File: src/rtl/eti_pkg.sv
// Package: register map, field layout, reset values and types of the edge and timer interrupt unit
package eti_pkg;

	// ----------------------------------------------------------------
	// Register indices (byte address is four times the index)
	// ----------------------------------------------------------------
	localparam logic [7:0] EDGE_SEL_IDX  = 8'hBF; // Edge select register
	localparam logic [7:0] IRQ_FLAG_IDX  = 8'hC8; // Request flag register
	localparam logic [7:0] IRQ_EN_IDX    = 8'hC9; // Source enable register
	localparam logic [7:0] STACK_IDX     = 8'hDF; // Global enable and stack pointer
	localparam logic [7:0] INT_STAT_IDX  = 8'hF0; // Sticky event status, write one to clear
	localparam logic [7:0] INT_MASK_IDX  = 8'hF1; // Event mask for the bus interrupt
	localparam logic [7:0] SAVE_VIEW_IDX = 8'hF2; // Save buffer contents, read only

	// ----------------------------------------------------------------
	// Field positions
	// ----------------------------------------------------------------
	localparam int unsigned EDGE_LSB     = 3; // Edge mode field is bits 4:3
	localparam int unsigned EDGE_MSB     = 4;
	localparam int unsigned EXT_BIT      = 0; // External pin source in flag and enable
	localparam int unsigned TMR_BIT      = 4; // Timer source in flag and enable
	localparam int unsigned GIE_BIT      = 7; // Global enable in stack register
	localparam int unsigned EV_EXT       = 0; // Status event: external edge
	localparam int unsigned EV_TMR       = 1; // Status event: timer overflow
	localparam int unsigned EV_VEC       = 2; // Status event: vector entry
	localparam int unsigned EV_W         = 3; // Number of status events
	localparam int unsigned TIMEOUT_BIT  = 4; // Timeout flag inside the status flags
	localparam int unsigned PWRDN_BIT    = 3; // Power-down flag inside the status flags

	// ----------------------------------------------------------------
	// Reset values and constants
	// ----------------------------------------------------------------
	localparam logic [1:0]  EDGE_RST     = 2'h2;  // Falling edge after reset
	localparam logic [1:0]  STACK_POINTER_REG_RST     = 2'h3;  // Stack pointer after reset
	localparam logic [7:0]  FLAGS_KEEP   = 8'h18; // Flag bits a restore leaves alone
	localparam logic [11:0] VEC_ADDR     = 12'h008; // Shared interrupt vector

	// ----------------------------------------------------------------
	// Types
	// ----------------------------------------------------------------
	typedef enum logic [1:0] {
		EDGE_RSVD = 2'h0,
		EDGE_RISE = 2'h1,
		EDGE_FALL = 2'h2,
		EDGE_BOTH = 2'h3
	} eti_edge_t;

	typedef enum logic [1:0] {
		SVC_IDLE   = 2'h0,
		SVC_ACTIVE = 2'h1
	} eti_svc_t;

	// Accumulator and status flags travel together
	typedef struct packed {
		logic [7:0] acc;
		logic [7:0] flags;
	} eti_ctx_t;

endpackage : eti_pkg

File: src/rtl/eti_pin_edge.sv
// Pin synchroniser and configurable edge detector for the external request pin
`timescale 1ns/100ps
`default_nettype none
module eti_pin_edge
	import eti_pkg::*;
(
	input  wire logic      hclk,       // Core clock
	input  wire logic      hresetn,    // Asynchronous reset, active low
	input  wire logic      pin,        // Raw external pin
	input  wire eti_edge_t mode,       // Selected trigger edge
	output logic           edge_hit,   // One-cycle pulse on a qualifying edge
	output logic           any_change  // One-cycle pulse on any settled change
);

	// ----------------------------------------------------------------
	// Synchroniser and settled level
	// ----------------------------------------------------------------
	logic sync1;   // First stage, read only by sync2
	logic sync2;   // Second stage
	logic sync3;   // Third stage
	logic settled; // Level accepted once stages two and three agree

	// Three stages; metastability is confined to sync1
	always_ff @(posedge hclk or negedge hresetn) begin
		if (!hresetn) begin
			sync1 <= 1'b0;
			sync2 <= 1'b0;
			sync3 <= 1'b0;
		end else begin
			sync1 <= pin;
			sync2 <= sync1;
			sync3 <= sync2;
		end
	end

	// Previous accepted level, compared with the new one for edges
	always_ff @(posedge hclk or negedge hresetn) begin
		if (!hresetn) begin
			settled <= 1'b0;
		end else if (sync2 == sync3) begin
			settled <= sync3;
		end
	end

	// ----------------------------------------------------------------
	// Edge qualification
	// ----------------------------------------------------------------
	logic rise; // Settled low to high
	logic fall; // Settled high to low
	assign rise       = (sync2 == sync3) && sync3 && !settled;
	assign fall       = (sync2 == sync3) && !sync3 && settled;
	assign any_change = rise || fall;

	// Reserved mode never triggers
	always_comb begin
		unique case (mode)
			EDGE_RISE: edge_hit = rise;
			EDGE_FALL: edge_hit = fall;
			EDGE_BOTH: edge_hit = rise || fall;
			EDGE_RSVD: edge_hit = 1'b0;
		endcase
	end

endmodule : eti_pin_edge
`default_nettype wire

File: src/rtl/eti_unit.sv
// Edge and timer interrupt unit: flags, enables, vectoring, wake latch, context buffer
//
// Functional notes
// - Configured pin edge always sets external flag
// - Enabled pin edge vectors core to 8
// - Enabled pin edge in power-down latched, serviced first
// - Bits 4:3 select reserved/rise/fall/both edge
// - Timer overflow always sets timer flag
// - Enabled timer overflow vectors; disabled only flags
// - Flag alone never vectors; enable required
// - One-level save buffer for accumulator, flags
// - Restore leaves timeout, power-down bits unchanged
// - Flags stay set until software clears
// - Vectoring needs global enable; entry clears, return sets
// - Flag register: bit 4 timer, bit 0 pin
// - Enable register: bit 0 pin, bit 4 timer
`timescale 1ns/100ps
`default_nettype none
module eti_unit
	import eti_pkg::*;
#(
	parameter int unsigned ADDR_W = 12 // Bus address width
)(
	input  wire logic              hclk,          // Core clock, 100 MHz
	input  wire logic              hresetn,       // Asynchronous reset, active low
	input  wire logic              hsel,          // AHB-Lite slave select
	input  wire logic [ADDR_W-1:0] haddr,         // Byte address
	input  wire logic [1:0]        htrans,        // Transfer type
	input  wire logic              hwrite,        // Write when high
	input  wire logic [2:0]        hsize,         // Transfer size
	input  wire logic              hready,        // Bus ready in
	input  wire logic [31:0]       hwdata,        // Write data
	output logic [31:0]            hrdata,        // Read data
	output logic                   hreadyout,     // Slave ready
	output logic                   hresp,         // Always OKAY
	input  wire logic              ext_pin,       // External request pin
	input  wire logic              timer_ovf,     // Timer overflow pulse
	input  wire logic              powerdown,     // Core is in power-down
	output logic                   wake_req,      // Pulse: wake the core
	output logic                   vector_req,    // Request to enter service
	input  wire logic              vector_ack,    // Core takes the vector
	output logic [11:0]            vector_addr,   // Vector address
	input  wire logic              return_from_interrupt_stb,      // Return from service
	input  wire logic              save_stb,      // Save instruction
	input  wire logic              restore_stb,   // Restore instruction
	input  wire eti_ctx_t          ctx_in,        // Live accumulator and flags
	output eti_ctx_t               ctx_out,       // Restored context
	output logic                   ctx_out_valid, // Pulse with ctx_out
	output logic                   irq            // Level interrupt to software
);

	// ----------------------------------------------------------------
	// AHB-Lite address phase capture
	// ----------------------------------------------------------------
	logic       ph_wr;   // Data phase of a write is in progress
	logic [7:0] ph_idx;  // Register index of that write
	logic       take;    // Address phase accepted this cycle
	logic [7:0] a_idx;   // Register index of the address phase

	assign take      = hsel && hready && htrans[1];
	assign a_idx     = haddr[9:2];
	assign hreadyout = 1'b1; // Zero wait states, every access completes at once
	assign hresp     = 1'b0;

	// Hold the write target until its data phase
	always_ff @(posedge hclk or negedge hresetn) begin
		if (!hresetn) begin
			ph_wr  <= 1'b0;
			ph_idx <= 8'h00;
		end else begin
			ph_wr  <= take && hwrite;
			ph_idx <= a_idx;
		end
	end

	// Write strobe for one register, decoded in several places
	function automatic logic wr_to(input logic [7:0] idx, input logic pw,
	                               input logic [7:0] pi);
		wr_to = pw && (pi == idx);
	endfunction : wr_to

	logic wr_edge;  // Edge select write
	logic wr_flag;  // Flag write
	logic wr_en;    // Enable write
	logic wr_stk;   // Stack register write
	logic wr_stat;  // Status clear write
	logic wr_mask;  // Mask write
	assign wr_edge = wr_to(EDGE_SEL_IDX, ph_wr, ph_idx);
	assign wr_flag = wr_to(IRQ_FLAG_IDX, ph_wr, ph_idx);
	assign wr_en   = wr_to(IRQ_EN_IDX,   ph_wr, ph_idx);
	assign wr_stk  = wr_to(STACK_IDX,    ph_wr, ph_idx);
	assign wr_stat = wr_to(INT_STAT_IDX, ph_wr, ph_idx);
	assign wr_mask = wr_to(INT_MASK_IDX, ph_wr, ph_idx);

	// ----------------------------------------------------------------
	// Configuration registers
	// ----------------------------------------------------------------
	eti_edge_t  ext_edge_mode;       // Selected pin edge
	logic       ext_pin_irq_enable;  // Pin source enable
	logic       timer_irq_enable;    // Timer source enable
	logic [1:0] stack_ptr;           // Stack pointer bits, plain storage
	logic [EV_W-1:0] int_mask;       // Event mask

	// Software-written settings
	always_ff @(posedge hclk or negedge hresetn) begin
		if (!hresetn) begin
			ext_edge_mode      <= eti_edge_t'(EDGE_RST);
			ext_pin_irq_enable <= 1'b0;
			timer_irq_enable   <= 1'b0;
			stack_ptr          <= STACK_POINTER_REG_RST;
			int_mask           <= '0;
		end else begin
			if (wr_edge) begin
				ext_edge_mode <= eti_edge_t'(hwdata[EDGE_MSB:EDGE_LSB]);
			end
			if (wr_en) begin
				ext_pin_irq_enable <= hwdata[EXT_BIT];
				timer_irq_enable   <= hwdata[TMR_BIT];
			end
			if (wr_stk) begin
				stack_ptr <= hwdata[1:0];
			end
			if (wr_mask) begin
				int_mask <= hwdata[EV_W-1:0];
			end
		end
	end

	// ----------------------------------------------------------------
	// External pin edge detection
	// ----------------------------------------------------------------
	logic ext_edge;   // Qualifying edge pulse
	logic pin_change; // Any settled change, used for wake-up

	eti_pin_edge u_pin_edge (
		.hclk       (hclk),
		.hresetn    (hresetn),
		.pin        (ext_pin),
		.mode       (ext_edge_mode),
		.edge_hit   (ext_edge),
		.any_change (pin_change)
	);

	// Any settled change wakes the core; the pin source always wakes
	assign wake_req = powerdown && pin_change;

	// ----------------------------------------------------------------
	// Request flags
	// ----------------------------------------------------------------
	logic ext_pin_irq_flag; // Pin request flag
	logic timer_irq_flag;   // Timer request flag

	// Hardware set wins over a software clear in the same cycle;
	// entry to service leaves both flags alone
	always_ff @(posedge hclk or negedge hresetn) begin
		if (!hresetn) begin
			ext_pin_irq_flag <= 1'b0;
			timer_irq_flag   <= 1'b0;
		end else begin
			ext_pin_irq_flag <= ext_edge ||
				(wr_flag ? hwdata[EXT_BIT] : ext_pin_irq_flag);
			timer_irq_flag   <= timer_ovf ||
				(wr_flag ? hwdata[TMR_BIT] : timer_irq_flag);
		end
	end

	// ----------------------------------------------------------------
	// Wake latch
	// ----------------------------------------------------------------
	logic wake_latch; // Edge seen while asleep, to be serviced first

	// Set by a matching enabled edge in power-down, dropped on entry
	always_ff @(posedge hclk or negedge hresetn) begin
		if (!hresetn) begin
			wake_latch <= 1'b0;
		end else if (powerdown && ext_edge && ext_pin_irq_enable) begin
			wake_latch <= 1'b1;
		end else if (vector_req && vector_ack) begin
			wake_latch <= 1'b0;
		end
	end

	// ----------------------------------------------------------------
	// Global enable and service state
	// ----------------------------------------------------------------
	eti_svc_t svc;             // Service state
	logic     global_irq_enable;
	logic     pending;         // Enabled source waiting

	// Flag on its own is not enough; the enable must be set too
	assign pending = (ext_pin_irq_flag && ext_pin_irq_enable) ||
	                 (timer_irq_flag && timer_irq_enable) ||
	                 wake_latch;
	// No vectoring while asleep; the latched edge goes first on waking
	assign vector_req = global_irq_enable && (svc == SVC_IDLE) &&
	                    pending && !powerdown;

	// Entry and return tracking
	always_ff @(posedge hclk or negedge hresetn) begin
		if (!hresetn) begin
			svc <= SVC_IDLE;
		end else begin
			unique case (svc)
				SVC_IDLE: begin
					if (vector_req && vector_ack) begin
						svc <= SVC_ACTIVE;
					end
				end
				SVC_ACTIVE: begin
					if (return_from_interrupt_stb) begin
						svc <= SVC_IDLE;
					end
				end
				default: svc <= SVC_IDLE;
			endcase
		end
	end

	// Hardware entry and return take priority over a software write
	always_ff @(posedge hclk or negedge hresetn) begin
		if (!hresetn) begin
			global_irq_enable <= 1'b0;
		end else if (vector_req && vector_ack) begin
			global_irq_enable <= 1'b0;
		end else if (return_from_interrupt_stb && svc == SVC_ACTIVE) begin
			global_irq_enable <= 1'b1;
		end else if (wr_stk) begin
			global_irq_enable <= hwdata[GIE_BIT];
		end
	end

	// Vector address held in a register for the fetch logic
	always_ff @(posedge hclk or negedge hresetn) begin
		if (!hresetn) begin
			vector_addr <= 12'h000;
		end else begin
			vector_addr <= VEC_ADDR;
		end
	end

	// ----------------------------------------------------------------
	// Context save buffer
	// ----------------------------------------------------------------
	eti_ctx_t save_buf; // Single level; a second save overwrites the first

	// Only one level: no depth counter, no nesting
	always_ff @(posedge hclk or negedge hresetn) begin
		if (!hresetn) begin
			save_buf <= '0;
		end else if (save_stb) begin
			save_buf <= ctx_in;
		end
	end

	// Restore merges live timeout and power-down bits into the flags
	always_ff @(posedge hclk or negedge hresetn) begin
		if (!hresetn) begin
			ctx_out       <= '0;
			ctx_out_valid <= 1'b0;
		end else begin
			ctx_out_valid <= restore_stb;
			if (restore_stb) begin
				ctx_out.acc   <= save_buf.acc;
				ctx_out.flags <= (save_buf.flags & ~FLAGS_KEEP) |
				                 (ctx_in.flags & FLAGS_KEEP);
			end
		end
	end

	// ----------------------------------------------------------------
	// Event status and interrupt output
	// ----------------------------------------------------------------
	logic [EV_W-1:0] int_stat; // Sticky events
	logic [EV_W-1:0] events;   // This cycle's events

	always_comb begin
		events         = '0;
		events[EV_EXT] = ext_edge;
		events[EV_TMR] = timer_ovf;
		events[EV_VEC] = vector_req && vector_ack;
	end

	// Write one to clear; a new event in the clearing cycle survives
	always_ff @(posedge hclk or negedge hresetn) begin
		if (!hresetn) begin
			int_stat <= '0;
		end else begin
			int_stat <= events |
				(int_stat & ~(wr_stat ? hwdata[EV_W-1:0] : {EV_W{1'b0}}));
		end
	end

	assign irq = |(int_stat & int_mask);

	// ----------------------------------------------------------------
	// Read data, registered in the address phase
	// ----------------------------------------------------------------
	logic [31:0] next_rdata; // Read value for the next data phase

	always_comb begin
		next_rdata = 32'h0000_0000;
		unique case (a_idx)
			EDGE_SEL_IDX:  next_rdata[EDGE_MSB:EDGE_LSB] = ext_edge_mode;
			IRQ_FLAG_IDX: begin
				next_rdata[EXT_BIT] = ext_pin_irq_flag;
				next_rdata[TMR_BIT] = timer_irq_flag;
			end
			IRQ_EN_IDX: begin
				next_rdata[EXT_BIT] = ext_pin_irq_enable;
				next_rdata[TMR_BIT] = timer_irq_enable;
			end
			STACK_IDX: begin
				next_rdata[GIE_BIT] = global_irq_enable;
				next_rdata[1:0]     = stack_ptr;
			end
			INT_STAT_IDX:  next_rdata[EV_W-1:0] = int_stat;
			INT_MASK_IDX:  next_rdata[EV_W-1:0] = int_mask;
			SAVE_VIEW_IDX: next_rdata[15:0]     = save_buf;
			default:       next_rdata = 32'h0000_0000; // Unmapped reads zero
		endcase
	end

	// Reads take no side effects; capture only on an accepted read
	always_ff @(posedge hclk or negedge hresetn) begin
		if (!hresetn) begin
			hrdata <= 32'h0000_0000;
		end else if (take && !hwrite) begin
			hrdata <= next_rdata;
		end
	end
endmodule : eti_unit
`default_nettype wire

File: config.mk
export PLATFORM = sky130hd
export DESIGN_NAME = eti_unit
export DESIGN_NICKNAME = d
export VERILOG_FILES = /design/src/rtl/eti_pkg.sv /design/src/rtl/eti_pin_edge.sv /design/src/rtl/eti_unit.sv
export SDC_FILE = /design/constraint.sdc
export NUM_CORES = 1
export LEC_CHECK = 0
export ABC_AREA = 1
export BUFFER_PORTS_ARGS = -buffer_cell sky130_fd_sc_hd__buf_2
export CAP_MARGIN = 10
export CELL_PAD_IN_SITES_DETAIL_PLACEMENT = 1
export CELL_PAD_IN_SITES_GLOBAL_PLACEMENT = 2
export CORE_UTILIZATION = 27
export CTS_BUF_LIST = sky130_fd_sc_hd__clkbuf_4 sky130_fd_sc_hd__clkbuf_8 sky130_fd_sc_hd__clkbuf_16
export DETAILED_ROUTE_END_ITERATION = 6
export GPL_TIMING_DRIVEN = 0
export PLACE_DENSITY_LB_ADDON = 0.1
export SLEW_MARGIN = 10
export SYNTH_ARGS = -nofsm -noshare
export SYNTH_HDL_FRONTEND = slang
export SYNTH_SLANG_ARGS = --single-unit
File: constraint.sdc
create_clock -name hclk -period 1.4 [get_ports hclk]
set_clock_uncertainty 0.05 [all_clocks]
set_input_delay 0.14 -clock hclk [delete_from_list [all_inputs] [get_ports hclk]]
set_output_delay 0.14 -clock hclk [all_outputs]
set_load 0.03 [all_outputs]
==> impl_metrics.ini, run 1 <==
[pwr]
power.internal_mw = 4.598
combPwrFrac_pct = 15.9
cellPowerDensity_nw_per_um2 = 1245
power.switching_mw = 1.667
ir_drop_v = 0.0006709
clkPwrFrac_pct = 42.8
p_sw_share_pct = 26.62
seqPwrFrac_pct = 41.4
cellLeakagePower_nw = 2.617

[sta]
slew_violations = 0
fin_hold_ws_ns = 0.002804
relSlewSlack_pct = 66.21
hold_viol = 0
setup_viol = 1
post-route-min-period_ns = 1.493
fin_ws_ns = -0.09260
fmax_mhz = 670.0
post-route-period-util_pct = 106.6
worst_pin_slew_ns = 0.5068
rsz0062_at_grt = yes

[synth]
synthArstFlopShare_pct = 100.0
synth.yosys.warnings = 0
yosysTopAreaCell = dfrtp_1
synth_flop_cell = dfrtp_1
synth.distinct_cells = 31
synth_xor_area_share_pct = 0
synth-edff-count = 0
avgSynthCellArea_sq_um = 9.215
synth_area_sq_um = 3557
ys_ff_latch = 80
synth_top_family_by_area = simple AND/OR/NAND/NOR gates
ys_seq_area_share_pct = 56.38
synth_compound_area_share_pct = 10.02
yosys.area_share.simple_pct = 19.49
synthMuxAreaShare_pct = 0.9497
syn_inst = 386
yosys-top-cells-area = dfrtp_1 54%, nand2_1 8.7%, buf_4 6.1%
synth_top_area_share_pct = 54.17
synthAdderAreaFrac_pct = 0.7035

[finish]
syn2layout_area_growth_pct = 41.47
num_antenna_cells = 0
mostFrequentLayoutCell = nand2_1
post-route-util_pct = 39.56
num-nets-final = 613
drive_gt1_share_pct = 31.41
final_cell_mix = 79 x nand2_1, 77 x dfrtp_1, 74 x buf_2
finalInstanceArea_sq_um = 5032

[critical_path]
critPathRequiredTime_ns = 1.21
crit_fanout = 3
critical_path_class = reg -> out
worstSetupStartpointType = register
worst_ep_arrival_time_ns = 1.30
end_kind = output port

[drt]
drc = 0
vias = 3008
ant_nets = 0
first_pass_iters = 4
wire_per_inst_um = 14.30
routed_wl_um = 10150
drt_iter0_drc = 65
via_per_inst = 4.237

[clock_tree]
tritoncts = built
cts.htree.levels = 3
cts.path.max_buffers = 2
cts_sinks = 80
numCtsBuffers = 9
cts_root_buf = clkbuf_16
clkTransAtPathRegs_ns = 0.06
clock_latency_ns = 0.34

[run_status]
violations = setup timing
run_status = finished with violations

[placement]
portBuffers = 79
gp_congestion = 0.7198
dp_hpwl_um = 7417
placed_cell_area_sq_um = 4303

[flow_run]
drv_cap = 0

[die]
start_util_pct = 27.96
die_w_um = 116.8
io_pins = 143
die_area_sq_um = 13640
core_sq_um = 12720
rows = 41
die_h_um = 116.8

[grt]
grt-ovfl-total = 0
antenna_found_initial = 0
grt_util_all_layers_pct = 16.13
grt_max_degree = 50
grt_pass1_vias = 3117
grt_first_pass_wirelength_um = 15990

[worst_hold_path]
min_path_type = in -> reg
==> synthesized netlist by cell type (2+ instances only) <==
cell type / instances
clkbuf_1: 5
nand2_1: 82
dfrtp_1: 77
buf_6: 2
nand2_2: 2
o21ai_0: 28
dfstp_2: 3
nor2_1: 30
nor2_4: 2
buf_4: 29
a21oi_1: 18
inv_1: 42
o21ai_2: 9
nand3_1: 30
mux2_2: 3
nand4_1: 4
buf_2: 2
conb_1: 2
nor3_1: 3
ha_1: 2
==> logic make-up (layout without fill, tap and decap cells) <==
family	count (synthesis)	after routing
adders and majority gates	2	2
and+or+nand+nor	157	157
buffers and inverters	81	205
DFF	80	80
muxes	3	3
other	2	30
AOI/OAI and AO/OA	61	61
==> metal layers <==
metal  global-route usage [%]  routed length (um)  vias to the layer above
li1                         -                   -                     1474
met1                    20.30                4617                     1453
met2                    26.07                4825                       72
met3                    5.355                 555                        9
met4                    5.485                 153                        0
met5                        0                   0                        -
==> flip-flops by register name (all words and copies together) (netlist names), 2 cells and up <==
signal / count
ctx_out: 16
ext_edge_mode: 2
hrdata: 16
int_mask: 3
int_stat: 3
ph_idx: 8
save_buf: 16
stack_ptr: 2
==> power by group through the flow <==
stage | sequential, mW | clock, mW | combinational [mW]
floorplan | 2.73 | 0 | 0.451
global placement | 2.62 | 0 | 0.867
detailed placement | 2.63 | 0 | 0.892
CTS | 2.59 | 2.78 | 0.972
global route | 2.61 | 2.85 | 1.10
finish | 2.59 | 2.68 | 0.993
==> path summary, 6_finish.rpt <==
check | from | endpoint | slack (ns) | cells past startpoint
max | u_pin_edge.sync2 | wake_req | -0.09 | 5
max reg2reg | u_pin_edge.sync2 | wake_latch | 0.10 | 7
min reg2reg | u_pin_edge.sync1 | u_pin_edge.sync2 | 0.30 | 0
min in group asynchronous | hresetn | ph_wr | 0.24 | 2
min | hwdata[3] | ext_edge_mode[0] | 0.003 | 3
max in group asynchronous | hresetn | ext_edge_mode[1] | 0.41 | 3
==> repair_timing <==
item,4_1_cts,5_1_grt
hold buffers,27,0
setup buffers,3,2
cloned,0,0
setup endpoints to repair,2,11
pin swaps,2,5
resized for setup,7,23
endpoints found under the hold margin,56,0
==> worst max-delay path, stage by stage (launching register included) <==
cell and delay, ns:
dfrtp_1 0.40, inv_2 0.08, ha_4 0.14, nand2_4 0.06, a21oi_4 0.15, buf_6 0.14
==> area by class of cell <==
type	count	area (sq um)
Buffer	38	270.3
Clock buffer	13	280.3
Clock inverter	2	60.06
Fill cell	1528	7690
Inverter	43	166.4
Multi-Input combinational cell	253	1287
Sequential cell	80	2006
Tap cell	172	215.2
Timing Repair Buffer	109	747.0
==> stage by stage <==
stage | setup TNS (ns) | instances | setup slack, ns | total power [mW]
final | -0.09260 | 710 | -0.09260 | 6.265
after global routing | -0.2074 | 710 | -0.1570 | 6.563
after CTS | -0.1414 | 711 | -0.1269 | 6.335
after detailed placement | 0 | 666 | 0.1097 | 3.518
after global placement | -47.70 | 665 | -0.6213 | 3.487
after floorplan | 0 | 414 | 0.08787 | 3.186
Power figures use the tool's default switching activity.
==> inputs of run 2 (changes only) <==
- MAX_ROUTING_LAYER: default -> met4
==> impl_metrics.ini, run 2 (synthesis results as in run 1) <==
[run_status]
run_status = finished with violations
violations = setup timing

[clock_tree]
clock_latency_ns = 0.34
cts_sinks = 80
cts.path.max_buffers = 2
cts.htree.levels = 3
cts_root_buf = clkbuf_16
numCtsBuffers = 9
clkTransAtPathRegs_ns = 0.06
tritoncts = built

[critical_path]
end_kind = output port
crit_buf_inv = 2
crit_fanout = 3
slowest_stage = dfrtp_1
crit_family = flip-flops
worstSetupStartpointType = register
critPathRequiredTime_ns = 1.21
slowest_delay_ns = 0.40
worst_ep_arrival_time_ns = 1.30
crit_path_cell_trace = inv_2 > ha_4 > nand2_4 > a21oi_4 > buf_6
critical_path_class = reg -> out

[finish]
final_cell_mix = 79 x nand2_1, 77 x dfrtp_1, 74 x buf_2
num_antenna_cells = 0
drive_gt1_share_pct = 31.41
post-route-util_pct = 39.56
num-nets-final = 613
syn2layout_area_growth_pct = 41.47
reg_top3 = ctx_out (16), hrdata (16), save_buf (16)
finalInstanceArea_sq_um = 5032
fillers = 1528
mostFrequentLayoutCell = nand2_1

[die]
io_pins = 143
die_w_um = 116.8
die_area_sq_um = 13640
core_sq_um = 12720
start_util_pct = 27.96
rows = 41
die_h_um = 116.8

[sta]
hold_viol = 0
post-route-period-util_pct = 106.6
setup_viol = 1
rsz0062_at_grt = yes
fin_ws_ns = -0.09249
fmax_mhz = 670.0
worst_pin_slew_ns = 0.5083
post-route-min-period_ns = 1.492
fin_hold_ws_ns = 0.002924
slew_violations = 0
relSlewSlack_pct = 66.11

[grt]
gr-max-usage-layer = met2
grt_pass1_vias = 3117
grt_first_pass_wirelength_um = 15960
grt_max_degree = 50
antenna_found_initial = 0
grt_use_met1_pct = 20.46
grt-ovfl-total = 0
grt_util_all_layers_pct = 16.62
met2_usage_pct = 26.07
gr-usage-met3_pct = 5.046

[placement]
gp_congestion = 0.7282
dp_hpwl_um = 7417
placed_cell_area_sq_um = 4303
portBuffers = 79

[drt]
wire_per_inst_um = 14.30
first_pass_iters = 4
ant_nets = 0
drc = 0
routed_wl_um = 10160
via_per_inst = 4.238
drt_iter0_drc = 69
vias = 3009

[pwr]
cellPowerDensity_nw_per_um2 = 1245
cellLeakagePower_nw = 2.617
ir_drop_v = 0.0006709

[worst_hold_path]
min_path_type = in -> reg

[flow_run]
drv_cap = 0
run 2: cell type report:
type	count	area [sq um]	area share, %
buffer	38	270.3	5.370
clock buffer	13	280.3	5.569
tap	172	215.2	4.276
inverter	43	166.4	3.307
timing repair buffer	109	747.0	14.84
clock inverter	2	60.06	1.193
multi-input combinational	253	1287	25.58
sequential	80	2006	39.86
run 2: final timing paths:
check | from | endpoint | slack [ns] | cells past startpoint
worst max register to register | u_pin_edge.sync2 | wake_latch | 0.10 | 7
worst min-delay path | hwdata[3] | ext_edge_mode[0] | 0.003 | 3
max in group asynchronous | hresetn | ext_edge_mode[1] | 0.41 | 3
worst max-delay path | u_pin_edge.sync2 | wake_req | -0.09 | 5
min in group asynchronous | hresetn | ph_wr | 0.24 | 2
worst min register to register | u_pin_edge.sync1 | u_pin_edge.sync2 | 0.30 | 0
run 2: stage by stage:
stage	TNS, ns	setup slack [ns]	instances	power, mW
finish	-0.09249	-0.09249	710	6.267
detailed placement	0	0.1097	666	3.518
CTS	-0.1414	-0.1269	711	6.335
global placement	-47.70	-0.6213	665	3.487
floorplan	0	0.08787	414	3.186
global route	-0.2074	-0.1570	710	6.560
run 2: power breakdown:
group	switching [mW]	total (mW)	internal, mW
combinational	0.633	0.994	0.362
sequential	0.102	2.59	2.49
clock	0.935	2.68	1.75
total	1.67	6.27	4.60
run 2: what timing repair did:
| item | CTS | global route |
|---|---|---|
| pin swaps | 2 | 5 |
| buffers inserted | 3 | 2 |
| gates resized for setup | 7 | 23 |
| endpoints found under the setup margin | 2 | 11 |
| endpoints found under the hold margin | 56 | 0 |
| hold buffers | 27 | 0 |
run 2: worst register-to-register path: stages (launching register included):
cell and delay [ns]:
dfrtp_1 0.40, inv_2 0.08, ha_4 0.14, nand2_4 0.06, buf_4 0.14, o22ai_2 0.21
nand3_1 0.10, nand2_1 0.07
run 2: metal layers:
layer,vias up,share of wire (%)
li1,1474,-
met1,1452,46
met2,74,47
met3,9,5.1
met4,0,1.5
met5,-,0
